## src/rtl/sysref_window_map.vh

```
/*
 * Register offsets, field positions, reset values and counts for the
 * SYSREF capture and windowing block. Included by the top design file, the checker and the bench.
 * Assumes nothing beyond a Verilog-2005 preprocessor.
 */
`ifndef SYSREF_WINDOW_MAP_VH
`define SYSREF_WINDOW_MAP_VH

// Phase map status registers, read only
`define OFS_PHASE_STATUS_LOW   8'h2C
`define OFS_PHASE_STATUS_MID   8'h2D
`define OFS_PHASE_STATUS_HIGH  8'h2E
// Control registers placed in free space
`define OFS_SAMPLE_CTRL        8'h30
`define OFS_CAPTURE_STATUS     8'h31
`define OFS_LMFC_CTRL          8'h32

// Sample control field layout
`define SAMPLE_PICK_LSB        0
`define SAMPLE_PICK_MSB        3
`define FINE_STEP_BIT          4
`define LINK_64B66B_BIT        5
`define MAP_CLEAR_BIT          6

// Reset values
`define SAMPLE_CTRL_RESET      8'h10
`define LMFC_PERIOD_RESET      8'h1F
`define PHASE_MAP_EDGE_BITS    24'h800001

// Map geometry
`define MAP_POSITIONS          24
`define PICK_POSITIONS         16
`define PICK_WIDTH             4

// Map accumulation window, in device clock cycles
`define MAP_WINDOW_CYCLES      16'h0100

`endif

```

## src/rtl/sysref_capture_windowing.v

```verilog
/*
 * SYSREF capture and windowing: builds the phase map from delayed taps,
 * captures SYSREF at the software-picked tap, resets the LMFC/LEMC counter.
 * Assumes sysref_taps_in come from an external delay line whose step is set
 * by fine_step_out, already registered on ref_clk_in.
 */
// What this block does
// RULE_01: Detect SYSREF timing against clock edge; capture at selectable delayed tap.
// RULE_02: Capture happens on a deterministic device clock edge every power-on.
// RULE_03: Record measured SYSREF location in phase map, one bit per position.
// RULE_04: Bit 1 means setup/hold risk, bit 0 means valid choice.
// RULE_05: Phase map bits 0 and 23 always read as 1.
// RULE_06: Sample pick holds decimal index of chosen bit; capture uses it.
// RULE_07: Map reports 24 positions; pick selects only positions 0 to 15.
// RULE_08: Positions above 15 are information only, never capture points.
// RULE_09: Fine step control 0 gives coarse steps, 1 gives fine steps.
// RULE_10: Software uses fine steps unless no run of ones appears.
// RULE_11: Software picks midway between violation regions, favouring low indices.
// RULE_12: Software may store the best pick once and reload every power-up.
// RULE_13: Periodic SYSREF frequency must match the multiframe or multiblock rate.
// RULE_14: Captured SYSREF resets the LMFC or LEMC counter deterministically.
// RULE_15: Sample pick field is four bits, binary index of position.
`timescale 1ns/10ps
`default_nettype none
`include "sysref_window_map.vh"

module sysref_capture_windowing #(
  parameter MAP_POSITIONS  = `MAP_POSITIONS,
  parameter PICK_POSITIONS = `PICK_POSITIONS,
  parameter PICK_WIDTH     = `PICK_WIDTH,
  parameter CNT_WIDTH      = 8
) (
  // Clock and reset
  input  wire                     ref_clk_in,
  input  wire                     rst_n_in,
  // Delayed SYSREF samples, tap 0 smallest delay
  input  wire [MAP_POSITIONS-1:0] sysref_taps_in,
  // Register port
  input  wire [7:0]               reg_addr_in,
  input  wire [7:0]               reg_wdata_in,
  input  wire                     reg_wr_in,
  input  wire                     reg_rd_in,
  output reg  [7:0]               reg_rdata_out,
  // Delay line control
  output reg                      fine_step_out,
  // Capture results
  output reg                      sysref_capture_out,
  output reg                      lmfc_reset_out,
  output reg  [CNT_WIDTH-1:0]     lmfc_count_out,
  output reg                      link_64b66b_out
);

  // Control state
  reg  [PICK_WIDTH-1:0]    sample_pick_q;
  reg  [PICK_WIDTH-1:0]    sample_pick_d;
  reg                      fine_step_q;
  reg                      link_64b_q;
  reg  [CNT_WIDTH-1:0]     lmfc_period_q;
  reg                      map_clear_q;
  reg  [15:0]              window_cnt_q;
  reg                      map_valid_q;
  reg                      captured_seen_q;
  reg                      sample_prev_q;
  reg  [CNT_WIDTH-1:0]     lmfc_cnt_q;
  reg  [CNT_WIDTH-1:0]     lmfc_cnt_d;
  reg  [7:0]               rdata_d;
  wire [MAP_POSITIONS-1:0] risk_raw;
  wire [MAP_POSITIONS-1:0] phase_map;
  wire                     sample_now;
  wire                     sysref_edge;
  wire                     wr_ctrl;

  assign wr_ctrl = reg_wr_in && (reg_addr_in == `OFS_SAMPLE_CTRL);

  // One edge detector per tap; the last tap has no neighbour and is forced
  genvar g;
  generate
    for (g = 0; g < MAP_POSITIONS - 1; g = g + 1) begin : g_tap
      sysref_tap_sampler u_tap (
        .ref_clk_in  (ref_clk_in),
        .rst_n_in    (rst_n_in),
        .tap_in      (sysref_taps_in[g]),
        .next_tap_in (sysref_taps_in[g+1]),
        .clear_in    (map_clear_q),
        .risk_out    (risk_raw[g])
      ); // RULE_03
    end
  endgenerate
  assign risk_raw[MAP_POSITIONS-1] = 1'b0;

  // End positions lack margin information, so they always read risky
  assign phase_map = risk_raw | `PHASE_MAP_EDGE_BITS; // RULE_04 RULE_05

  // Capture mux reaches only the low sixteen taps
  sysref_pick_mux #(
    .PICK_POSITIONS (PICK_POSITIONS),
    .PICK_WIDTH     (PICK_WIDTH)
  ) u_pick (
    .taps_in    (sysref_taps_in[PICK_POSITIONS-1:0]),
    .pick_in    (sample_pick_q),
    .sample_out (sample_now)
  ); // RULE_06 RULE_07 RULE_08

  // Rising SYSREF at the chosen tap, on a fixed device clock edge
  assign sysref_edge = sample_now && !sample_prev_q; // RULE_01 RULE_02

  // Next pick value from the control write; only four bits exist
  always @* begin
    sample_pick_d = sample_pick_q;
    if (wr_ctrl) begin
      sample_pick_d = reg_wdata_in[`SAMPLE_PICK_MSB:`SAMPLE_PICK_LSB]; // RULE_15
    end
  end

  // Control registers
  always @(posedge ref_clk_in) begin
    if (!rst_n_in) begin
      sample_pick_q <= {PICK_WIDTH{1'b0}};
      fine_step_q   <= 1'b1;
      link_64b_q    <= 1'b0;
      map_clear_q   <= 1'b0;
      lmfc_period_q <= `LMFC_PERIOD_RESET;
    end else begin
      sample_pick_q <= sample_pick_d;
      map_clear_q   <= 1'b0;
      if (wr_ctrl) begin
        fine_step_q <= reg_wdata_in[`FINE_STEP_BIT]; // RULE_09
        link_64b_q  <= reg_wdata_in[`LINK_64B66B_BIT];
        map_clear_q <= reg_wdata_in[`MAP_CLEAR_BIT] | (fine_step_q != reg_wdata_in[`FINE_STEP_BIT]);
      end
      if (reg_wr_in && (reg_addr_in == `OFS_LMFC_CTRL)) begin
        lmfc_period_q <= reg_wdata_in[CNT_WIDTH-1:0];
      end
    end
  end

  // Map settles after a window of clocks; a step change restarts it
  always @(posedge ref_clk_in) begin
    if (!rst_n_in || map_clear_q) begin
      window_cnt_q <= 16'h0000;
      map_valid_q  <= 1'b0;
    end else if (window_cnt_q != `MAP_WINDOW_CYCLES) begin
      window_cnt_q <= window_cnt_q + 16'h0001;
    end else begin
      map_valid_q  <= 1'b1;
    end
  end

  // Capture tracking; set beats a read clear of the seen flag
  always @(posedge ref_clk_in) begin
    if (!rst_n_in) begin
      sample_prev_q   <= 1'b0;
      captured_seen_q <= 1'b0;
    end else begin
      sample_prev_q <= sample_now;
      if (sysref_edge) begin
        captured_seen_q <= 1'b1;
      end else if (reg_rd_in && (reg_addr_in == `OFS_CAPTURE_STATUS)) begin
        captured_seen_q <= 1'b0;
      end
    end
  end

  // Local multiframe / extended multiblock counter, reset by SYSREF
  always @* begin
    if (sysref_edge) begin
      lmfc_cnt_d = {CNT_WIDTH{1'b0}}; // RULE_14
    end else if (lmfc_cnt_q == lmfc_period_q) begin
      lmfc_cnt_d = {CNT_WIDTH{1'b0}};
    end else begin
      lmfc_cnt_d = lmfc_cnt_q + {{(CNT_WIDTH-1){1'b0}}, 1'b1};
    end
  end

  always @(posedge ref_clk_in) begin
    if (!rst_n_in) begin
      lmfc_cnt_q <= {CNT_WIDTH{1'b0}};
    end else begin
      lmfc_cnt_q <= lmfc_cnt_d;
    end
  end

  // Read decode; unmapped addresses read zero
  always @* begin
    case (reg_addr_in)
      `OFS_PHASE_STATUS_LOW:  rdata_d = phase_map[7:0];
      `OFS_PHASE_STATUS_MID:  rdata_d = phase_map[15:8];
      `OFS_PHASE_STATUS_HIGH: rdata_d = phase_map[23:16];
      `OFS_SAMPLE_CTRL:       rdata_d = {2'b00, link_64b_q, fine_step_q, sample_pick_q};
      `OFS_CAPTURE_STATUS:    rdata_d = {6'h00, map_valid_q, captured_seen_q};
      `OFS_LMFC_CTRL:         rdata_d = lmfc_period_q;
      default:                rdata_d = 8'h00;
    endcase
  end

  // Registered outputs
  always @(posedge ref_clk_in) begin
    if (!rst_n_in) begin
      reg_rdata_out      <= 8'h00;
      fine_step_out      <= 1'b1;
      sysref_capture_out <= 1'b0;
      lmfc_reset_out     <= 1'b0;
      lmfc_count_out     <= {CNT_WIDTH{1'b0}};
      link_64b66b_out    <= 1'b0;
    end else begin
      reg_rdata_out      <= reg_rd_in ? rdata_d : 8'h00;
      fine_step_out      <= fine_step_q; // RULE_09
      sysref_capture_out <= sample_now;
      lmfc_reset_out     <= sysref_edge; // RULE_14
      lmfc_count_out     <= lmfc_cnt_q;
      link_64b66b_out    <= link_64b_q;
    end
  end

endmodule

`default_nettype wire

```

## src/rtl/sysref_tap_sampler.v

```verilog
/*
 * One candidate sampling position: samples SYSREF at a delayed clock tap
 * and compares it with its neighbour to flag an edge near this tap.
 * Assumes tap inputs are already in the device clock domain.
 */
`timescale 1ns/10ps
`default_nettype none

module sysref_tap_sampler (
  // Clock and reset
  input  wire ref_clk_in,
  input  wire rst_n_in,
  // Tap samples
  input  wire tap_in,
  input  wire next_tap_in,
  input  wire clear_in,
  // Violation flag
  output reg  risk_out
);

  // Sticky: any disagreement with the neighbour means an edge lands here
  always @(posedge ref_clk_in) begin
    if (!rst_n_in || clear_in) begin
      risk_out <= 1'b0;
    end else if (tap_in != next_tap_in) begin
      risk_out <= 1'b1;
    end
  end

endmodule

`default_nettype wire

```

## src/rtl/sysref_pick_mux.v

```verilog
/*
 * Picks one of the first sixteen tap samples as the capture point.
 * Assumes taps are registered in the device clock domain.
 */
`timescale 1ns/10ps
`default_nettype none

module sysref_pick_mux #(
  parameter PICK_POSITIONS = 16,
  parameter PICK_WIDTH     = 4
) (
  // Tap vector and choice
  input  wire [PICK_POSITIONS-1:0] taps_in,
  input  wire [PICK_WIDTH-1:0]     pick_in,
  // Selected sample
  output wire                      sample_out
);

  // Four-bit index cannot reach positions above fifteen
  assign sample_out = taps_in[pick_in];

endmodule

`default_nettype wire

```

## config.mk

```make
export PLATFORM = sky130hd
export DESIGN_NAME = sysref_capture_windowing
export DESIGN_NICKNAME = d
export VERILOG_FILES = /design/src/rtl/sysref_capture_windowing.v /design/src/rtl/sysref_tap_sampler.v /design/src/rtl/sysref_pick_mux.v
export VERILOG_INCLUDE_DIRS = /design/src /design/src/rtl
export SDC_FILE = /design/constraint.sdc
export NUM_CORES = 1
export LEC_CHECK = 0
export CORE_UTILIZATION = 36
export CTS_CLUSTER_DIAMETER = 80
export DETAILED_ROUTE_END_ITERATION = 6
export DONT_BUFFER_PORTS = 1
export GPL_TIMING_DRIVEN = 0
export HOLD_SLACK_MARGIN = 0.03
export PLACE_DENSITY = 0.53
export RECOVER_POWER = 50
export SLEW_MARGIN = 20
export SYNTH_ARGS = -nofsm -noshare
export SYNTH_HDL_FRONTEND = slang
export SYNTH_SLANG_ARGS = --single-unit
```

## constraint.sdc

```tcl
create_clock -name ref_clk_in -period 2.3 [get_ports ref_clk_in]
set_clock_uncertainty 0.2 [all_clocks]
set_input_delay 0.46 -clock ref_clk_in [delete_from_list [all_inputs] [get_ports ref_clk_in]]
set_output_delay 0.46 -clock ref_clk_in [all_outputs]
set_load 0.02 [all_outputs]
```

# After elaboration in Yosys (flattened, before gate mapping)

Index checks and enable logic that the tools add are counted.

Register bits: 83
Bits of input ports: 44
Output and inout bits: 20

$add $sub $neg: 2
$lt $le $gt $ge: 1
Equality and inequality tests: 31
Muxes and demuxes: 5
Bitwise gates (word level): 2
Reduce and logical (&&, ||, !) cells: 11

Operators by type and width:

| kind                                                                     | count |
|---|---|
| 8-bit by 6-bit == test with 1-bit output, second input constant          | 6 |
| 8-bit one-hot mux with 6 select lines                                    | 1 |
| 1-bit inequality test                                                    | 23 |
| 16-bit by 1-bit adder with 16-bit output, second input constant          | 1 |
| 16-bit by 9-bit inequality test with 1-bit output, second input constant | 1 |
| 8-bit by 1-bit adder with 8-bit output, second input constant            | 1 |
| 8-bit == test                                                            | 1 |
| 4-bit by 5-bit < comparator with 1-bit output, second input constant     | 1 |
| 1-bit binary-select mux with 4-bit select                                | 1 |
| 1-bit logical AND                                                        | 4 |
| 2-bit AND reduction                                                      | 2 |
| 1-bit two-way mux                                                        | 3 |
| 3-bit OR reduction                                                       | 1 |
| 1-bit zero test                                                          | 2 |
| 2-bit nonzero test                                                       | 1 |
| 1-bit logical OR                                                         | 1 |
| 1-bit inverter                                                           | 1 |
| 1-bit OR                                                                 | 1 |

# Longest topological paths before layout

Gate-level depths: netlist of the first run.

Depth after elaboration: 4
Mapped depth: 6
Mapped depth without buffers: 6

# Modules after synthesis

Synthesis of the first run repeated with hierarchy kept, for this count alone.

Cell total of the unflattened synthesis: 396
Area total of the unflattened synthesis: 3752.3 µm²

By module, submodules not included:

| module                   | instances | cells an instance | area an instance (µm²) | sequential area each (µm²) |
|---|---|---|---|---|
| sysref_capture_windowing | 1         | 301               | 2681.3                 | 1221.2 |
| sysref_tap_sampler       | 22        | 4                 | 42.5                   | 20.0 |
| sysref_pick_mux          | 1         | 7                 | 135.1                  | 0.0 |

# Least setup slack after synthesis of the first run

No wires, ideal clock.

Path kind: input -> register
Start: in reg_addr_in[2]
End: reg fine_step_q
Library setup time: 0.128 ns
Data arrival time: 1.676 ns
Setup slack: 0.296 ns
Stages: 5
Path buffers: 1
Cell sequence: or3b_1 buf_6 nor4_4 mux2i_1 nand2_1

Cells in the longest elaborated chain, start to end: 2

Ends and longest elaborated chain:

| element                                  | RTL line                       | source |
|---|---|---|
| from (decl)                              | sysref_capture_windowing.v:39  | `input wire [7:0] reg_addr_in,` |
| 8-bit by 6-bit == test with 1-bit output | n/a                            |  |
| 1-bit logical AND                        | sysref_capture_windowing.v:73  | `` assign wr_ctrl = reg_wr_in && (reg_addr_in == `OFS_SAMPLE_CTRL); `` |
| to (signal assigned)                     | sysref_capture_windowing.v:127 | `` fine_step_q <= reg_wdata_in[`FINE_STEP_BIT]; `` |
| to (decl)                                | sysref_capture_windowing.v:56  | `reg fine_step_q;` |

No other way between the ends.
A chain may end at the register's enable or synchronous reset.

# Worst setup path after layout of the first run

Start: in reg_addr_in[7]
End: reg lmfc_period_q[7]

Cells in the longest elaborated chain, start to end: 2

Ends and longest elaborated chain:

| element                                  | RTL line                       | source |
|---|---|---|
| 8-bit by 6-bit == test with 1-bit output | n/a                            |  |
| 1-bit logical AND                        | sysref_capture_windowing.v:131 | `` if (reg_wr_in && (reg_addr_in == `OFS_LMFC_CTRL)) begin `` |
| to (signal assigned)                     | sysref_capture_windowing.v:122 | `` lmfc_period_q <= `LMFC_PERIOD_RESET; `` |
| to (signal assigned)                     | sysref_capture_windowing.v:132 | `lmfc_period_q <= reg_wdata_in[CNT_WIDTH-1:0];` |
| to (decl)                                | sysref_capture_windowing.v:58  | `reg [CNT_WIDTH-1:0] lmfc_period_q;` |

No other way between the ends.

==> results of run 1 <==
-- repair_timing --
action | CTS | global route
gates resized for setup | 0 | 1
endpoints found under the hold margin | 6 | 0
setup endpoints to repair | 0 | 1
hold buffers | 5 | 0
-- cell type report --
cell class	instances	area [um^2]	share of cell area (%)
flip-flops and latches	83	1660	39.8
clock inverters	3	20.0	0.480
plain buffers	17	76.3	1.83
repair buffers	5	50.0	1.20
inverters	10	37.5	0.899
well taps	133	166	3.99
multi-input cells	297	1980	47.5
clock buffers	13	179	4.29
-- kinds of logic (layout without fill, tap and decap cells) --
kind of cell,after synthesis,count (layout),share of synthesized area [%]
compound gates,36,36,6.35
xor+xnor,48,48,11.2
fa+ha+maj,3,3,0.998
buf+inv,27,48,3.03
flops,83,83,44.2
mux,33,33,9.51
simple gates,177,177,24.8
-- flip-flops by register name (all words and copies together) (netlist names) --
signal                count
map_clear_q               1
lmfc_cnt_q                8
fine_step_q               1
lmfc_count_out            8
fine_step_out             1
link_64b_q                1
lmfc_reset_out            1
reg_rdata_out             8
sample_pick_q             4
map_valid_q               1
captured_seen_q           1
link_64b66b_out           1
g_tap.u_tap.risk_out     22
sysref_capture_out        1
window_cnt_q             16
lmfc_period_q             8
-- cell usage in the layout, fill, tap and decap left out, drive strengths merged, types with 11 or more instances in the layout --
master,instances
nor2,71
mux2i,29
xor2,32
nor2b,11
nand3,12
xnor2,16
nand4,13
dfxtp,83
clkbuf,25
nor3,12
nor4,12
nand2,12
-- worst reg2reg max path, cell delays in order (launching register included) --
cell and delay, ps:
dfxtp_1 310, clkbuf_1 260, xnor2_1 160, nand4_1 100
o21ai_0 830, nor4_1 110
-- metal layers --
metal,wire (um),up-vias,GRT usage (%)
li1,-,1434,-
met2,3710,80,25.0
met1,4290,1334,22.6
met4,155,0,6.73
met5,0,-,0
met3,694,13,6.95
-- per-stage QoR --
stage          cells  total power, W  utilization (%)
2_1_floorplan    407         0.00170                -
3_3_place_gp     540         0.00175             39.5
3_5_place_dp     540         0.00176             39.5
4_1_cts          561         0.00281             42.0
5_1_grt          561         0.00290             41.9
6_report         561         0.00277             41.9
-- path summary, 6_finish.rpt --
kind	from	endpoint	slack, ps	cells after the start
worst max register to register	lmfc_cnt_q[3]	lmfc_cnt_q[6]	190	5
worst min-delay path	reg_wdata_in[6]	lmfc_period_q[6]	60	2
worst min register to register	map_valid_q	map_valid_q	260	2
worst max-delay path	reg_addr_in[7]	lmfc_period_q[7]	170	4
-- report_power, final --
part | leakage (nW) | internal [W] | switching, W
Clock | 0.0977 | 0.000509 | 0.000528
Sequential | 0.678 | 0.00149 | 0.0000413
Combinational | 0.762 | 0.0000911 | 0.000112
Total | 1.54 | 0.00209 | 0.000681
==> run metrics, run 1 <==
post-synthesis sequential area ratio 44.2%; placed cell area 0.00393 mm^2; initial core utilization 37.8%; final worst path period need 2130 ps; Syn Area/Cell 9.24 um^2; n_diodes 0; Cell Rows 36; critical-path maximum fanout 8; core area 0.00995 mm^2; Fin. Hold Viols 0; Die Width 104 um; final wirelength 8850 um; unrepaired setup endpoints after global routing false; Synth Warn # 0; CTS tree yes; worst vdd ir 0.000309 V; dominant synthesized flop cell dfxtp_1; slowest stage cell, crit path nor3b_1; first-pass GRT wire length 14400 um; FF+latch count, synth 83; FFs w/ async S/R, synth 0%; fin nets 470; Post-synth top cells 83 x dfxtp_1, 71 x nor2_1, 32 x xor2_1; IO Count 64; Yosys top cell area share 44.2%; clock sink count 83; grt total ovfl 0; Post-DP HPWL 6680 um; Worst-Margin Slew 1040 ps; max cap viols 0; H-Tree Depth 3; drt pass-1 iters 4; Worst-Skew Late Latency 370 ps; Netlist cell types 46; Design Area, Final 0.00417 mm^2; post-route ant nets 0; DRC 0; largest net degree at the start of global routing 14; clock root cell clkbuf_8; DIE AREA 0.0109 mm^2; initial antenna violation count 0; leakage 1.54 nW; Fill cells 964; Critical Path AT 2190 ps; Die Ht 104 um; PwrDens 663 mW/mm^2; via count 2861; I/O Buffers 0; synthesized cell area 0.00376 mm^2; GPL Wtd Cong 0.780; drt wl/cell 15.8 um; top cell type by total area after synthesis dfxtp_1; outcome complete, no violations; Post-Synthesis Cells 407; max_slew headroom 29.7%; area added between synthesis and finish 11.0%; Setup CP Type input pin to flip-flop; Worst setup EP type flip-flop; synthesized net count 454; CTS Buf Count 9; largest cells by area after synthesis dfxtp_1 44%, mux2i_1 7.7%, xor2_1 7.5%; Worst Path Buf+Inv 0; type of the worst min-delay path input pin to flip-flop; Final Setup Violations 0; Final Cycle Share 92.5%; vias in the first global route 2890; most numerous cell in the Yosys netlist dfxtp_1; post-DR vias/cell 5.10; worst setup margin 172 ps; Fin Setup TNS 0 ps; Critical Path RT 2360 ps; post-CTS setup buffers 0; Worst path top cell family by delay simple AND/OR/NAND/NOR gates; pre-CTS WS -129 ps; GRT Total Usage 17.2%; clock slew seen by the registers of the worst setup and hold paths 90 ps; Slew Limit Fails 0; max incr delay on CP 780 ps; clk buf depth 2; Initial DRC Count 117; EDFF count, synth 0; Fmax 470 MHz; layout cells sized above 1 7.71%; crit start category input pin; hold slack 62.1 ps; crit-path cells nor3b_1 -> nand4_2 -> mux2i_1 -> nor2b_1
Note: power is estimated with default switching activity, not from simulation.
==> run 2: changes to the inputs <==
--- a/config.mk
+++ b/config.mk
@@ -6,6 +6,7 @@
 export SDC_FILE = /design/constraint.sdc
 export NUM_CORES = 1
 export LEC_CHECK = 0
+export CORE_ASPECT_RATIO = 1.2
 export CORE_UTILIZATION = 36
 export CTS_CLUSTER_DIAMETER = 80
 export DETAILED_ROUTE_END_ITERATION = 6
==> run 2 against run 1 <==
Worst hold slack worse by 9.6 ps. Final cell count down 2.1%. Setup slack worse by 7.2 ps. Largest power group is now the clock network.
==> run metrics, run 2 (same netlist as run 1, synthesis figures left out) <==
outcome complete, no violations; PwrDens 770 mW/mm^2 (+16%); largest register by flop count g_tap.u_tap.risk_out; hold path depth 2 (unchanged); Fin. Hold Viols 0 (unchanged); Initial DRC Count 129 (+10%); CTS tree yes; placed cell area 0.00392 mm^2 (-0.22%); reg2reg end lmfc_cnt_q[2]; Worst-Skew Late Latency 340 ps (-30 ps); area added between synthesis and finish 12.7%; post-cts repair resize count 0 (unchanged); unrepaired setup endpoints after global routing false; type of the worst min-delay path input pin to flip-flop; core area 0.0101 mm^2 (+1.6%); max_slew headroom 34.0% (+4.3 points); crit start category flip-flop; IO Count 64 (unchanged); Die Ht 114 um (+9.4%); Cell Rows 40 (+11%); critical-path maximum fanout 9 (+1); clock root cell clkbuf_16; Final Cycle Share 92.9% (+0.31 points); Critical Path AT 2130 ps (-60 ps); Setup CP Type flip-flop to flip-flop; post-route ant nets 0 (unchanged); Post-DP HPWL 6800 um (+1.9%); final worst path period need 2140 ps (+7.21 ps); largest registers g_tap.u_tap.risk_out: 22 flops, window_cnt_q: 16 flops; max cap viols 0 (unchanged); FF-to-FF path depth 5 (unchanged); H-Tree Depth 3 (unchanged); Worst setup EP type flip-flop; Largest register FFs 22 (unchanged); largest net degree at the start of global routing 14 (unchanged); drt wl/cell 16.1 um (+2.4%); CTS Buf Count 9 (unchanged); reg2reg setup slack 160 ps (-30 ps); final wirelength 8860 um (+0.20%); DRC 0 (unchanged); DIE AREA 0.0109 mm^2 (about the same); n_diodes 0 (unchanged); hold slack 52.5 ps (-9.62 ps); clock slew seen by the registers of the worst setup and hold paths 60 ps (-30 ps); GRT Total Usage 17.3% (+0.13 points); post-DR vias/cell 5.07 (-0.56%); Design Area, Final 0.00424 mm^2 (+1.6%); clock sink count 83 (unchanged); Slew Limit Fails 0 (unchanged); hold_sp reg_wdata_in[3]; drt pass-1 iters 4 (unchanged); clk buf depth 2 (unchanged); initial core utilization 37.2% (-0.58 points); layout cells sized above 1 7.33% (-0.38 points); leakage 1.58 nW (+2.7%); worst r2r src sample_pick_q[0]; CTS Hold Bufs 0 (-5); GPL Wtd Cong 0.825 (+5.7%); most common cell after layout, fill and taps aside dfxtp_1; fin nets 465 (-1.1%); Die Width 95.3 um (-8.5%); worst vdd ir 0.000353 V (+14%); grt total ovfl 0 (unchanged); Hold EP lmfc_period_q[3]; Worst-Margin Slew 988 ps (-55.8 ps); I/O Buffers 0 (unchanged); vias in the first global route 2796 (-3.3%); first-pass GRT wire length 14100 um (-2.4%); Final Setup Violations 0 (unchanged); initial antenna violation count 0 (unchanged); post-CTS setup buffers 0 (unchanged); Critical Path RT 2290 ps (-70 ps); Fmax 468 MHz (-0.34%); via count 2784 (-2.7%); most frequent cells in the layout 83 x dfxtp_1, 71 x nor2_1, 32 x xor2_1, 29 x mux2i_1, 16 x xnor2_1
run 2: cell types whose count changed in the layout (fill, tap and decap cells not counted), sizes merged:
| cell | delta |
|---|---|
| clkinvlp | -2 |
| dlygate4sd3 | -5 |
| clkinv | +1 |
| buf | +1 |
| clkbuf | -2 |
| bufinv | +2 |
run 2: final cells by class:
type,count,area (um^2)
Sequential cell,83,1660
Fill cell,1012,5870
Inverter,10,37.5
Buffer,17,76.3
Tap cell,126,158
Clock inverter,4,73.8
Multi-Input combinational cell,297,1990
Clock buffer,12,246
run 2: worst max-delay path, stage by stage, from the launching register on:
cell	delay (ps)
dfxtp_1	300
buf_2	240
mux2i_1	150
a221oi_1	330
nor3b_2	640
nor4_1	120
run 2: stage by stage:
step | setup TNS, ps | cells | util [%] | power, W | setup slack [ps]
2_1_floorplan | 0 | 407 | - | 0.00170 | 296
3_3_place_gp | -386 | 533 | 38.8 | 0.00175 | -58.3
3_5_place_dp | -542 | 533 | 38.8 | 0.00176 | -87.9
4_1_cts | 0 | 549 | 41.9 | 0.00330 | 95.3
5_1_grt | 0 | 549 | 41.9 | 0.00339 | 33.0
6_report | 0 | 549 | 41.9 | 0.00327 | 164
run 2: worst max path at each step:
stage / from / slack, ps / to
4_1_cts: sample_pick_q[0] / 100 / lmfc_cnt_q[3]
2_1_floorplan: reg_addr_in[2] / 300 / fine_step_q
3_3_place_gp: reg_addr_in[7] / -60 / lmfc_period_q[2]
3_5_place_dp: reg_addr_in[7] / -90 / lmfc_period_q[4]
5_1_grt: sample_pick_q[0] / 30 / lmfc_cnt_q[2]
6_report: sample_pick_q[0] / 160 / lmfc_cnt_q[2]
run 2: routing by layer:
layer,track usage [%],vias to the layer above,part of all wire (%)
li1,-,1428,-
met1,21.5,1288,44
met2,27.8,58,47
met3,6.13,10,7.0
met4,5.35,0,1.5
met5,0,-,0
run 2: where the power goes:
part	internal, W	total, W	switching (W)	leakage (nW)
Sequential	0.00149	0.00153	0.0000431	0.678
Combinational	0.0000846	0.000193	0.000108	0.745
Clock	0.000981	0.00154	0.000560	0.157
Total	0.00255	0.00327	0.000712	1.58
==> run 3: changes to the inputs <==
--- a/config.mk
+++ b/config.mk
@@ -7,13 +7,13 @@
 export NUM_CORES = 1
 export LEC_CHECK = 0
 export CORE_ASPECT_RATIO = 1.2
-export CORE_UTILIZATION = 36
+export CORE_UTILIZATION = 63
 export CTS_CLUSTER_DIAMETER = 80
 export DETAILED_ROUTE_END_ITERATION = 6
 export DONT_BUFFER_PORTS = 1
 export GPL_TIMING_DRIVEN = 0
 export HOLD_SLACK_MARGIN = 0.03
-export PLACE_DENSITY = 0.53
+export PLACE_DENSITY = 0.82
 export RECOVER_POWER = 50
 export SLEW_MARGIN = 20
 export SYNTH_ARGS = -nofsm -noshare
==> run 3 against run 2 <==
Via count rose by 5.0%. Non-clock buffer count rose by 4. First-iteration DRC count fell by 18%. Die area fell by 42%. Core utilization rose by 30 points. Sequential power barely moved. Sequential cell count did not move. Register-to-register slack improved by 50 ps. Maximum frequency rose by 2.5%. Combinational power rose by 3%. Power fell by 11%. Wire length fell by 7.0%. Largest power group is now sequential cells. Highest routed layer unchanged.
==> run metrics, run 3 (same netlist as run 1, synthesis figures left out) <==
via count 2922 (+5.0%); PwrDens 702 mW/mm^2 (-8.9%); max_slew headroom 38.5% (+4.5 points); unrepaired setup endpoints after global routing false; post-CTS setup buffers 0 (unchanged); Slew Limit Fails 0 (unchanged); leakage 1.56 nW (-1.3%); Post-DP HPWL 6200 um (-8.9%); Fill cells 438 (-57%); n_diodes 0 (unchanged); max incr delay on CP 730 ps (+90 ps); DRC 0 (unchanged); outcome complete, no violations; Initial DRC Count 106 (-18%); critical-path maximum fanout 8 (-1); drt pass-1 iters 5 (+1); initial antenna violation count 0 (unchanged); H-Tree Depth 3 (unchanged); post-route ant nets 0 (unchanged); core area 0.00571 mm^2 (-44%); CTS Hold Bufs 4 (+4); post-layout instance count excluding filler cells 507 (-7.7%); Worst-Skew Late Latency 350 ps (about the same); most frequent cells in the layout 83 x dfxtp_1, 71 x nor2_1, 32 x xor2_1, 29 x mux2i_1, 16 x xnor2_1; DIE AREA 0.00628 mm^2 (-42%); largest register by flop count g_tap.u_tap.risk_out; Die Ht 86.6 um (-24%); Cell Rows 30 (-25%); Fin. Hold Viols 0 (unchanged); type of the worst min-delay path input pin to flip-flop; Final Setup Violations 0 (unchanged); final worst path period need 2080 ps (-53.0 ps); post-layout util 72.3% (+30 points); crit-path cells nor3b_1 -> nand4_2 -> mux2i_1 -> nand2_1; grt total ovfl 0 (unchanged); max cap viols 0 (unchanged); Critical Path AT 2110 ps (-20 ps); worst vdd ir 0.000470 V (+33%); Worst-Margin Slew 912 ps (-75.5 ps); clock slew seen by the registers of the worst setup and hold paths 80 ps (+20 ps); Critical Path RT 2330 ps (+40 ps); area added between synthesis and finish 9.65%; crit start category input pin; post-DR vias/cell 5.76 (+14%); Largest register FFs 22 (unchanged); clk buf depth 2 (unchanged); CTS Buf Count 9 (unchanged); layout cells sized above 1 7.73% (+0.40 points); Setup CP Type input pin to flip-flop; Worst path top cell family by delay simple AND/OR/NAND/NOR gates; I/O Buffers 0 (unchanged); Final Cycle Share 90.6% (-2.3 points); fin nets 469 (+0.86%); clock sink count 83 (unchanged); post-cts repair resize count 0 (unchanged); final wirelength 8240 um (-7.0%); slowest stage cell, crit path nor3b_1; initial core utilization 65.9% (+29 points); drt wl/cell 16.3 um (+0.66%); largest registers g_tap.u_tap.risk_out: 22 flops, window_cnt_q: 16 flops; clock root cell clkbuf_8; largest net degree at the start of global routing 16 (+2); first-pass GRT wire length 13100 um (-7.1%); Cells after DPL 487 (-8.6%); Worst Path Buf+Inv 0 (-1); IO Count 64 (unchanged); Fin Setup TNS 0 ps (unchanged); Worst setup EP type flip-flop; Fmax 480 MHz (+2.5%); most common cell after layout, fill and taps aside dfxtp_1; GRT Total Usage 27.8% (+10 points); CTS tree yes; Die Width 72.5 um (-24%); GPL Wtd Cong 0.899 (+9.0%); vias in the first global route 2856 (+2.1%)
==> run 3: changes by cell type in the layout (fill, tap and decap cells not counted) <==
cell	before	now
and2_1	4	8
o21ai_1	1	0
clkinv_2	1	2
dlygate4sd3_1	0	4
clkinv_4	1	0
o21ai_0	7	8
clkbuf_1	12	10
inv_8	0	1
and2_0	5	1
clkbuf_8	1	9
clkbuf_16	9	0
inv_6	0	2
==> run 3: worst register-to-register path, delay by kind of cell (launching register included) <==
kind | cells | cell delay (ps)
compound gates | 1 | 280
buf+inv | 2 | 430
mux | 1 | 540
simple gates | 2 | 210
flops | 1 | 310
==> run 3: cell type report <==
| type | instances | area [um^2] | area share, % |
|---|---|---|---|
| Clock buffer | 9 | 124 | 3.00 |
| Inverter | 10 | 37.5 | 0.910 |
| Timing Repair Buffer | 4 | 40.0 | 0.971 |
| Multi-Input combinational cell | 297 | 1990 | 48.1 |
| Sequential cell | 83 | 1660 | 40.3 |
| Tap cell | 80 | 100 | 2.43 |
| Clock inverter | 7 | 98.8 | 2.40 |
| Buffer | 17 | 76.3 | 1.85 |
==> run 3: path summary, 6_finish.rpt <==
kind | start | endpoint | slack [ps] | cells after the start
worst max register to register | sample_pick_q[0] | captured_seen_q | 220 | 6
worst min register to register | map_valid_q | map_valid_q | 270 | 2
worst min-delay path | reg_wdata_in[2] | lmfc_period_q[2] | 40 | 2
worst max-delay path | reg_addr_in[7] | lmfc_period_q[0] | 220 | 4
==> run 3: where the power goes <==
group / leakage [nW] / internal [W] / switching (W)
registers: 0.678 / 0.00149 / 0.0000416
logic: 0.766 / 0.0000894 / 0.000108
clock network: 0.116 / 0.000623 / 0.000547
total: 1.56 / 0.00220 / 0.000697
==> run 3: through the flow <==
step	hold slack [ps]	power (W)	instance area [um^2]	worst slack [ps]
6_report	44.2	0.00290	4120	217
5_1_grt	51.8	0.00299	4120	38.3
4_1_cts	42.9	0.00292	4120	213
3_5_place_dp	255	0.00175	3860	-101
3_3_place_gp	248	0.00174	3860	-24.0
2_1_floorplan	225	0.00170	3760	296
==> run 3: metal layers <==
layer  wire length [um]  up-vias  GRT usage (%)
met5                  0        -              0
met4                242        0           14.1
met3                438       24           6.28
met2               4260       81           50.0
met1               3300     1378           30.2
li1                   -     1439              -
